==> src/trc_pkg.sv <==
package trc_pkg;
   // ==========================================================
   // Register map (byte addresses, one word each)
   localparam logic [7:0] TRC_OFS_CTRL = 8'h00;
   localparam logic [7:0] TRC_OFS_STATUS = 8'h04;
   localparam logic [7:0] TRC_OFS_COUNT = 8'h08;
   localparam logic [7:0] TRC_OFS_RELOAD = 8'h0c;
   localparam logic [7:0] TRC_OFS_CMP1 = 8'h10;
   localparam logic [7:0] TRC_OFS_CMP2 = 8'h14;
   localparam logic [7:0] TRC_OFS_CMP3 = 8'h18;
   localparam logic [7:0] TRC_OFS_COMPARE_CAPTURE_ENABLE_REG = 8'h1c;
   localparam logic [7:0] TRC_OFS_PORT = 8'h20;
   localparam logic [7:0] TRC_OFS_SHADOW = 8'h24;

   // ==========================================================
   // Control register fields
   localparam int TRC_CTRL_RMODE_LO = 0;
   localparam int TRC_CTRL_RMODE_HI = 1;
   localparam int TRC_CTRL_CMODE = 2;
   localparam int TRC_CTRL_EDGE_SEL = 3;
   localparam int TRC_CTRL_EXT_FLAG_EN = 4;
   localparam int TRC_CTRL_TIMER_IE = 5;
   localparam int TRC_CTRL_RUN = 6;
   localparam int TRC_CTRL_WIDTH = 7;
   localparam logic [6:0] TRC_CTRL_RESET = 7'h00;

   // Status register fields (write one to clear)
   localparam int TRC_ST_OVF = 0;
   localparam int TRC_ST_EXT = 1;
   localparam int TRC_ST_CMP0 = 2;

   // Reload mode selections {hi, lo}
   localparam logic [1:0] TRC_RMODE_AUTO = 2'h2;
   localparam logic [1:0] TRC_RMODE_EXT = 2'h3;

   // Compare/capture enable field code for compare
   localparam logic [1:0] TRC_COMPARE_CAPTURE_ENABLE_REG_COMPARE = 2'h2;

   // ==========================================================
   // Reset values and counter limits
   localparam logic [15:0] TRC_COUNT_MAX = 16'hffff;
   localparam logic [15:0] TRC_REG16_RESET = 16'h0000;
   localparam logic [7:0] TRC_COMPARE_CAPTURE_ENABLE_REG_RESET = 8'h00;
   localparam logic [3:0] TRC_PORT_RESET = 4'hf;
endpackage

==> src/trc_unit.sv <==
`timescale 1ns/1ps
`default_nettype none
module trc_unit (
   input wire logic CLK_SYS,
   input wire logic RST_N,
   input wire logic WB_CYC_I,
   input wire logic WB_STB_I,
   input wire logic WB_WE_I,
   input wire logic [7:0] WB_ADR_I,
   input wire logic [3:0] WB_SEL_I,
   input wire logic [31:0] WB_DAT_I,
   output logic [31:0] WB_DAT_O,
   output logic WB_ACK_O,
   input wire logic EXT_RELOAD_PIN,
   input wire logic [3:0] CMP_PIN_IN,
   output logic [3:0] CMP_PIN_OUT,
   output logic IRQ_TIMER,
   output logic [3:0] IRQ_CMP
);
   // ==========================================================
   // Helpers
   function automatic logic cmp_enabled(input logic [7:0] compare_capture_enable_reg, input int idx);
      cmp_enabled = (compare_capture_enable_reg[2*idx +: 2] == trc_pkg::TRC_COMPARE_CAPTURE_ENABLE_REG_COMPARE);
   endfunction

   logic [6:0] ctrl_q;
   logic [3:0] st_cmp_q;
   logic st_ovf_q, st_ext_q;
   logic [15:0] count_q, count_d;
   logic [15:0] cmp_q [4];
   logic [7:0] compare_capture_enable_reg_q;
   logic [3:0] out_q, shadow_q, hit_q, hit_d;
   logic ack_q, irq_t_q;
   logic [3:0] irq_c_q;
   logic [31:0] rdat_q;
   logic [1:0] rmode;
   logic cmode;
   logic wr_en, wr_ctrl, wr_st, wr_count, wr_port, ovf_ev;
   logic rl_s1, rl_s2, rl_prev, edge_q;
   logic [3:0] pin_s1, pin_s2;
   logic [3:0] rise, fall, cmp_ev;

   assign rmode = {ctrl_q[trc_pkg::TRC_CTRL_RMODE_HI], ctrl_q[trc_pkg::TRC_CTRL_RMODE_LO]};
   assign cmode = ctrl_q[trc_pkg::TRC_CTRL_CMODE];

   // ==========================================================
   // Wishbone slave: ack one cycle after strobe, write at ack edge
   assign wr_en = WB_CYC_I & WB_STB_I & WB_WE_I & ack_q & WB_SEL_I[0];
   assign wr_ctrl = wr_en & (WB_ADR_I == trc_pkg::TRC_OFS_CTRL);
   assign wr_st = wr_en & (WB_ADR_I == trc_pkg::TRC_OFS_STATUS);
   assign wr_count = wr_en & (WB_ADR_I == trc_pkg::TRC_OFS_COUNT);
   assign wr_port = wr_en & (WB_ADR_I == trc_pkg::TRC_OFS_PORT);

   always_ff @(posedge CLK_SYS or negedge RST_N) begin
      if (!RST_N) begin
         ack_q <= 1'b0;
      end else begin
         ack_q <= WB_CYC_I & WB_STB_I & ~ack_q;
      end
   end

   // Read data captured in the strobe cycle; unmapped reads return zero
   always_ff @(posedge CLK_SYS or negedge RST_N) begin
      if (!RST_N) begin
         rdat_q <= 32'h0000_0000;
      end else if (WB_CYC_I & WB_STB_I & ~ack_q) begin
         rdat_q <= 32'h0000_0000;
         if (WB_ADR_I == trc_pkg::TRC_OFS_CTRL) begin
            rdat_q[6:0] <= ctrl_q;
         end else if (WB_ADR_I == trc_pkg::TRC_OFS_STATUS) begin
            rdat_q[5:0] <= {st_cmp_q, st_ext_q, st_ovf_q};
         end else if (WB_ADR_I == trc_pkg::TRC_OFS_COUNT) begin
            rdat_q[15:0] <= count_q;
         end else if (WB_ADR_I == trc_pkg::TRC_OFS_RELOAD) begin
            rdat_q[15:0] <= cmp_q[0];
         end else if (WB_ADR_I == trc_pkg::TRC_OFS_CMP1) begin
            rdat_q[15:0] <= cmp_q[1];
         end else if (WB_ADR_I == trc_pkg::TRC_OFS_CMP2) begin
            rdat_q[15:0] <= cmp_q[2];
         end else if (WB_ADR_I == trc_pkg::TRC_OFS_CMP3) begin
            rdat_q[15:0] <= cmp_q[3];
         end else if (WB_ADR_I == trc_pkg::TRC_OFS_COMPARE_CAPTURE_ENABLE_REG) begin
            rdat_q[7:0] <= compare_capture_enable_reg_q;
         end else if (WB_ADR_I == trc_pkg::TRC_OFS_PORT) begin
            rdat_q[3:0] <= pin_s2;
         end else if (WB_ADR_I == trc_pkg::TRC_OFS_SHADOW) begin
            rdat_q[3:0] <= shadow_q;
         end
      end
   end

   // Configuration registers; 16-bit values need both low byte lanes
   always_ff @(posedge CLK_SYS or negedge RST_N) begin
      if (!RST_N) begin
         ctrl_q <= trc_pkg::TRC_CTRL_RESET;
         compare_capture_enable_reg_q <= trc_pkg::TRC_COMPARE_CAPTURE_ENABLE_REG_RESET;
         for (int i = 0; i < 4; i++) begin
            cmp_q[i] <= trc_pkg::TRC_REG16_RESET;
         end
      end else begin
         if (wr_ctrl) begin
            ctrl_q <= WB_DAT_I[6:0];
         end
         if (wr_en & (WB_ADR_I == trc_pkg::TRC_OFS_COMPARE_CAPTURE_ENABLE_REG)) begin
            compare_capture_enable_reg_q <= WB_DAT_I[7:0];
         end
         if (wr_en & WB_SEL_I[1]) begin
            if (WB_ADR_I == trc_pkg::TRC_OFS_RELOAD) begin
               cmp_q[0] <= WB_DAT_I[15:0];
            end else if (WB_ADR_I == trc_pkg::TRC_OFS_CMP1) begin
               cmp_q[1] <= WB_DAT_I[15:0];
            end else if (WB_ADR_I == trc_pkg::TRC_OFS_CMP2) begin
               cmp_q[2] <= WB_DAT_I[15:0];
            end else if (WB_ADR_I == trc_pkg::TRC_OFS_CMP3) begin
               cmp_q[3] <= WB_DAT_I[15:0];
            end
         end
      end
   end

   // ==========================================================
   // Reload pin: two-stage sync, then one more sample for the edge
   always_ff @(posedge CLK_SYS or negedge RST_N) begin
      if (!RST_N) begin
         rl_s1 <= 1'b1;
         rl_s2 <= 1'b1;
         rl_prev <= 1'b1;
         edge_q <= 1'b0;
         pin_s1 <= 4'h0;
         pin_s2 <= 4'h0;
      end else begin
         rl_s1 <= EXT_RELOAD_PIN;
         rl_s2 <= rl_s1;
         rl_prev <= rl_s2;
         edge_q <= rl_prev & ~rl_s2;
         pin_s1 <= CMP_PIN_IN;
         pin_s2 <= pin_s1;
      end
   end

   // ==========================================================
   // Next count: software write, then pin reload, then counting
   always_comb begin
      ovf_ev = ctrl_q[trc_pkg::TRC_CTRL_RUN] & (count_q == trc_pkg::TRC_COUNT_MAX);
      count_d = count_q;
      if (wr_count & WB_SEL_I[1]) begin
         count_d = WB_DAT_I[15:0];
      end else if (edge_q & (rmode == trc_pkg::TRC_RMODE_EXT)) begin
         count_d = cmp_q[0];
      end else if (ovf_ev & (rmode == trc_pkg::TRC_RMODE_AUTO)) begin
         count_d = cmp_q[0]; // Reload overwrites the zero count
      end else if (ctrl_q[trc_pkg::TRC_CTRL_RUN]) begin
         count_d = 16'(count_q + 16'h0001);
      end
   end

   always_ff @(posedge CLK_SYS or negedge RST_N) begin
      if (!RST_N) begin
         count_q <= trc_pkg::TRC_REG16_RESET;
      end else begin
         count_q <= count_d;
      end
   end

   // ==========================================================
   // Compare signals track the next count so pin and count move together
   always_comb begin
      for (int i = 0; i < 4; i++) begin
         hit_d[i] = cmp_enabled(compare_capture_enable_reg_q, i) & (count_d == cmp_q[i]);
      end
      rise = hit_d & ~hit_q;
      fall = ~hit_d & hit_q;
      cmp_ev = {rise[3:1], ctrl_q[trc_pkg::TRC_CTRL_EDGE_SEL] ? rise[0] : fall[0]};
   end

   always_ff @(posedge CLK_SYS or negedge RST_N) begin
      if (!RST_N) begin
         hit_q <= 4'h0;
      end else begin
         hit_q <= hit_d;
      end
   end

   // ==========================================================
   // Sticky flags; a set in the same cycle as a clear wins
   always_ff @(posedge CLK_SYS or negedge RST_N) begin
      if (!RST_N) begin
         st_ovf_q <= 1'b0;
         st_ext_q <= 1'b0;
         st_cmp_q <= 4'h0;
      end else begin
         st_ovf_q <= ovf_ev | (st_ovf_q & ~(wr_st & WB_DAT_I[trc_pkg::TRC_ST_OVF]));
         st_ext_q <= (edge_q & ctrl_q[trc_pkg::TRC_CTRL_EXT_FLAG_EN])
                     | (st_ext_q & ~(wr_st & WB_DAT_I[trc_pkg::TRC_ST_EXT]));
         st_cmp_q <= cmp_ev | (st_cmp_q & ~({4{wr_st}} & WB_DAT_I[trc_pkg::TRC_ST_CMP0 +: 4]));
      end
   end

   // Request lines follow the flags; overflow and pin reload share one
   always_ff @(posedge CLK_SYS or negedge RST_N) begin
      if (!RST_N) begin
         irq_t_q <= 1'b0;
         irq_c_q <= 4'h0;
      end else begin
         irq_t_q <= ctrl_q[trc_pkg::TRC_CTRL_TIMER_IE] & (st_ovf_q | st_ext_q);
         irq_c_q <= st_cmp_q;
      end
   end

   // ==========================================================
   // Port latches per pin: disabled, mode 0 or mode 1
   always_ff @(posedge CLK_SYS or negedge RST_N) begin
      if (!RST_N) begin
         out_q <= trc_pkg::TRC_PORT_RESET;
         shadow_q <= trc_pkg::TRC_PORT_RESET;
      end else begin
         for (int i = 0; i < 4; i++) begin
            if (!cmp_enabled(compare_capture_enable_reg_q, i)) begin
               if (wr_port) begin
                  out_q[i] <= WB_DAT_I[i];
                  shadow_q[i] <= WB_DAT_I[i];
               end
            end else if (!cmode) begin
               // Match wins over overflow: the residual spike at the extremes
               if (hit_d[i]) begin
                  out_q[i] <= 1'b1;
               end else if (ovf_ev) begin
                  out_q[i] <= 1'b0;
               end // Writes dropped here
            end else begin
               if (wr_port) begin
                  shadow_q[i] <= WB_DAT_I[i];
               end
               // Transparent while active, so a late ISR write reaches the pin
               if (hit_d[i]) begin
                  out_q[i] <= wr_port ? WB_DAT_I[i] : shadow_q[i];
               end
            end
         end
      end
   end

   assign WB_ACK_O = ack_q;
   assign WB_DAT_O = rdat_q;
   assign CMP_PIN_OUT = out_q;
   assign IRQ_TIMER = irq_t_q;
   assign IRQ_CMP = irq_c_q;

   // ==========================================================
   // Assertions
   a_ack_single: assert property (@(posedge CLK_SYS) disable iff (!RST_N)
      ack_q |=> !ack_q) else $error("ack held two cycles");

   a_ovf_flag_set: assert property (@(posedge CLK_SYS) disable iff (!RST_N)
      ovf_ev |=> st_ovf_q) else $error("overflow flag not set on wrap");

   a_auto_reload: assert property (@(posedge CLK_SYS) disable iff (!RST_N)
      (ovf_ev && rmode == trc_pkg::TRC_RMODE_AUTO && !wr_count && !edge_q)
      |=> count_q == $past(cmp_q[0])) else $error("auto reload missed");

   a_ext_reload: assert property (@(posedge CLK_SYS) disable iff (!RST_N)
      ($fell(rl_s2) && rmode == trc_pkg::TRC_RMODE_EXT)
      ##1 (rmode == trc_pkg::TRC_RMODE_EXT && !wr_count) |=> count_q == $past(cmp_q[0]))
      else $error("pin reload not in following cycle");

   a_ext_flag_gate: assert property (@(posedge CLK_SYS) disable iff (!RST_N)
      (edge_q && !ctrl_q[trc_pkg::TRC_CTRL_EXT_FLAG_EN] && !st_ext_q) |=> !st_ext_q)
      else $error("external flag set while disabled");

   a_hit_tracks: assert property (@(posedge CLK_SYS) disable iff (!RST_N)
      hit_q[1] == (cmp_enabled(compare_capture_enable_reg_q, 1) && count_q == cmp_q[1] && $stable(cmp_q[1])
      && $stable(compare_capture_enable_reg_q)) || !($stable(cmp_q[1]) && $stable(compare_capture_enable_reg_q)))
      else $error("compare signal does not track match");

   a_mode0_high: assert property (@(posedge CLK_SYS) disable iff (!RST_N)
      (hit_d[1] && !cmode && cmp_enabled(compare_capture_enable_reg_q, 1)) |=> out_q[1])
      else $error("mode 0 pin not high on match");

   a_mode0_nowrite: assert property (@(posedge CLK_SYS) disable iff (!RST_N)
      (wr_port && !cmode && cmp_enabled(compare_capture_enable_reg_q, 1) && !hit_d[1] && !ovf_ev)
      |=> $stable(out_q[1])) else $error("mode 0 pin took a write");

   a_cmp1_rise_flag: assert property (@(posedge CLK_SYS) disable iff (!RST_N)
      rise[1] |=> st_cmp_q[1] ##1 irq_c_q[1]) else $error("compare request missing");
endmodule
`default_nettype wire
==> config.mk <==
export PLATFORM = sky130hd
export DESIGN_NAME = trc_unit
export DESIGN_NICKNAME = d
export VERILOG_FILES = /design/src/trc_pkg.sv /design/src/trc_unit.sv
export SDC_FILE = /design/constraint.sdc
export NUM_CORES = 1
export LEC_CHECK = 0
export ABC_AREA = 1
export ABC_CLOCK_PERIOD_IN_PS = 3200
export BUFFER_PORTS_ARGS = -buffer_cell sky130_fd_sc_hd__buf_4
export CORE_MARGIN = 5
export CORE_UTILIZATION = 47
export DETAILED_ROUTE_END_ITERATION = 10
export GPL_TIMING_DRIVEN = 0
export PLACE_DENSITY_LB_ADDON = 0.12
export SLEW_MARGIN = 20
export SYNTH_ARGS = -nofsm -noshare
export SYNTH_HDL_FRONTEND = slang
export SYNTH_SLANG_ARGS = --single-unit
export TNS_END_PERCENT = 5
==> constraint.sdc <==
create_clock -name CLK_SYS -period 3.2 [get_ports CLK_SYS]
set_input_delay 0.16 -clock CLK_SYS [delete_from_list [all_inputs] [get_ports CLK_SYS]]
set_output_delay 0.16 -clock CLK_SYS [all_outputs]
set_load 0.03 [all_outputs]
==> out/metrics.csv <==
metric,value,unit
status,"finished, final reports clean",
number of setup violations in the final report,0,
die area,21000,um^2
gate count of the mapped netlist,1181,
placed wire-length estimate after detailed placement,23.1,mm
max cap viols,0,
vias post-DR,8440,
placement row count,49,
path type of the worst min-delay path,primary input to flop,
per-cell routed wire length,19.4,um
Crit Path Max Fanout,10,
input/output buffers,61,
Root Buffer Master,sky130_fd_sc_hd__clkbuf_16,
transition time at the pin with the least slew margin,883,ps
number of antenna cells inserted,0,
power density of the placed cells,430,nW/um^2
post-route design area,10100,um^2
average cell area after synthesis,7.25,um^2
startpoint type of the worst setup path,flop,
DRT antenna net count,0,
crit path to,CMP_PIN_OUT[1]$_DFFE_PN1P_,
clock transition at the registers of the reported paths,70,ps
final worst path period share,0.950,
Residual DRC,0,
clk sinks,147,
required time of the worst setup path,3570,ps
worst r2r src,WB_ACK_O$_DFF_PN0_,
pins over their slew limit,0,
pin count of the biggest net entering global routing,79,
Critical path origin,WB_ACK_O$_DFF_PN0_,
level count of the clock H-tree,4,
violation count after the first detailed-route iteration,1079,
largest vdd supply drop,0.000359,V
Pleak,4.74,nW
Clock Latency Late Sink,440,ps
count of pins on the block boundary,96,
sequential element share of the synthesized area,0.431,
total CTS buffers,17,
area of the core,18000,um^2
utilization after layout,0.562,
Area growth syn-to-layout,17.9,%
worst flop-to-flop path endpoint,CMP_PIN_OUT[1]$_DFFE_PN1P_,
post-synth design cell area,8570,um^2
Placed Instance Area,9400,um^2
crit end category,flop,
wire length of the first global-routing pass,45.9,mm
number of enable-type register cells in the synthesized netlist,0,
logic depth of the worst register-to-register path,15,
share of final-layout standard cells stronger than drive strength 1,0.137,
FF-to-FF setup slack,160,ps
antenna violations before repair,0,
unique cell type count in the Yosys netlist,45,
Die Span Y,145,um
post-layout power,4.34,mW
drt first pass iters,6,
# Post-CTS Setup Buffers,0,
unrepaired setup endpoints after global routing,false,
Worst Setup Path Type,flop to flop,
aggregate routed wire length,29.6,mm
horizontal die dimension,145,um
starting density of the core,0.477,
most frequent cells in the layout,"sky130_fd_sc_hd__nand2_1 (373), sky130_fd_sc_hd__dfrtp_1 (135), sky130_fd_sc_hd__inv_1 (124)",
flop and latch count out of synthesis,147,
"commonest non-fill, non-tap cell in the layout",sky130_fd_sc_hd__nand2_1,
ratio of routed vias to standard cells,5.53,
final net count,1338,
Fmax achieved,0.329,GHz
fraction of registers with async set/reset,1.00,
Final TNS setup,0,ps
maximum number of buffers from clock root to sink,2,
total routing usage reported by global routing,0.279,
Final Skew,12.2,ps
primary flip-flop cell chosen by synthesis mapping,sky130_fd_sc_hd__dfrtp_1,
number of warnings reported in the yosys synthesis log,0,
overflow left after global routing,0,
worst max-slew margin expressed relative to the limit,0.406,
TritonCTS clock tree,done,
minimum clock period,3040,ps
data arrival time of the critical path,3410,ps
via count of the first global-routing pass,7822,
routability cong.,0.996,
hold violation total from the final report,0,
[through the flow]
step | std cells | hold WS, ps | worst slack (ps)
global placement | 1486 | 268 | 236
detailed placement | 1487 | 184 | 239
global route | 1525 | 82.1 | 14.4
finish | 1525 | 36.8 | 162
CTS | 1525 | 36.3 | 221
floorplan | 1196 | -136 | 994
[what timing repair did]
item                                    in CTS  in global routing
gates resized for setup                      0                  5
endpoints found under the setup margin       0                  2
hold endpoints to repair                    78                  0
hold buffers                                 6                  0
[how the worst min path moves through the flow]
stage,from,to,slack (ps),cells past startpoint
6_report,WB_DAT_I[0],CMP_PIN_OUT[0]$_DFFE_PN1P_,40,5
5_1_grt,WB_DAT_I[0],CMP_PIN_OUT[0]$_DFFE_PN1P_,80,5
4_1_cts,WB_DAT_I[0],CMP_PIN_OUT[0]$_DFFE_PN1P_,40,5
3_5_place_dp,RST_N,cmp_q[28]$_DFFE_PN0P_,180,1
3_3_place_gp,EXT_RELOAD_PIN,rl_s1$_DFF_PN1_,270,1
2_1_floorplan,RST_N,IRQ_CMP[0]$_DFF_PN0_,-140,0
[flip-flops by register name, indices dropped and copies added (netlist names)]
name                          count
edge_q                            1
pin_s1                            4
rl_s2                             1
st_ext_q                          1
compare_capture_enable_reg_q      8
hit_q                             4
IRQ_TIMER                         1
IRQ_CMP                           4
pin_s2                            4
rl_s1                             1
shadow_q                          4
st_ovf_q                          1
CMP_PIN_OUT                       4
st_cmp_q                          4
WB_ACK_O                          1
count_q                          16
WB_DAT_O                         16
rl_prev                           1
ctrl_q                            7
cmp_q                            64
[synth_stat cells, types with 11 or more instances]
master | number | area share
sky130_fd_sc_hd__nand2_1 | 375 | 0.16
sky130_fd_sc_hd__dfrtp_1 | 136 | 0.40
sky130_fd_sc_hd__nand3b_1 | 15 | 0.013
sky130_fd_sc_hd__nand2_2 | 13 | 0.0095
sky130_fd_sc_hd__inv_1 | 124 | 0.054
sky130_fd_sc_hd__nand4_1 | 24 | 0.018
sky130_fd_sc_hd__dfstp_2 | 11 | 0.034
sky130_fd_sc_hd__buf_4 | 19 | 0.017
sky130_fd_sc_hd__o21ai_0 | 108 | 0.063
sky130_fd_sc_hd__nand3_1 | 89 | 0.052
sky130_fd_sc_hd__clkbuf_1 | 24 | 0.011
sky130_fd_sc_hd__nor2_1 | 99 | 0.043
sky130_fd_sc_hd__a21oi_1 | 29 | 0.017
[report_power, final]
part           switching [mW]  internal (mW)
combinational           0.193         0.0956
clock                   0.932           1.21
sequential             0.0149           1.89
[critical path: stages, from the launching register on]
cell and delay, ps:
sky130_fd_sc_hd__dfrtp_1 360, sky130_fd_sc_hd__nand4_1 200, sky130_fd_sc_hd__nor2_2 430, sky130_fd_sc_hd__nand2_4 170, sky130_fd_sc_hd__inv_2 190, sky130_fd_sc_hd__buf_4 240
sky130_fd_sc_hd__nand2_1 130, sky130_fd_sc_hd__nand2_4 180, sky130_fd_sc_hd__xor2_2 230, sky130_fd_sc_hd__nand2_1 80, sky130_fd_sc_hd__nor2_1 200, sky130_fd_sc_hd__nand3_1 200
sky130_fd_sc_hd__nand2_1 140, sky130_fd_sc_hd__nand3_1 70, sky130_fd_sc_hd__nor2_1 100, sky130_fd_sc_hd__nor2_1 50
[logic make-up (layout without fill, tap and decap cells)]
| family | Yosys count | count (layout) | synth area share |
|---|---|---|---|
| AND/OR/NAND/NOR | 655 | 655 | 0.337 |
| AO/OA/AOI/OAI | 186 | 186 | 0.126 |
| buffers and inverters | 177 | 277 | 0.0878 |
| flip-flops | 147 | 147 | 0.431 |
| XOR/XNOR | 13 | 13 | 0.0150 |
| adder cells (fa/ha/maj) | 1 | 1 | 0.00146 |
| other | 1 | 16 | 0.000438 |
| multiplexers | 1 | 1 | 0.00117 |
[layer usage]
metal | wire [um] | track usage | part of all wire | vias up
met3 | 2490 | 0.0424 | 0.084 | 49
li1 | - | - | - | 4046
met4 | 712 | 0.0810 | 0.024 | 0
met5 | 0 | 0 | 0 | -
met1 | 13200 | 0.411 | 0.45 | 3945
met2 | 13200 | 0.429 | 0.45 | 400
[cell type report]
class,instances,area (um^2)
flip-flops and latches,147,3690
clock buffers,18,439
inverters,131,492
multi-input cells,872,4190
fillers,1749,7870
repair buffers,68,553
plain buffers,46,260
clock inverters,14,178
well taps,229,287
Note: power is estimated with default switching activity, not from simulation.
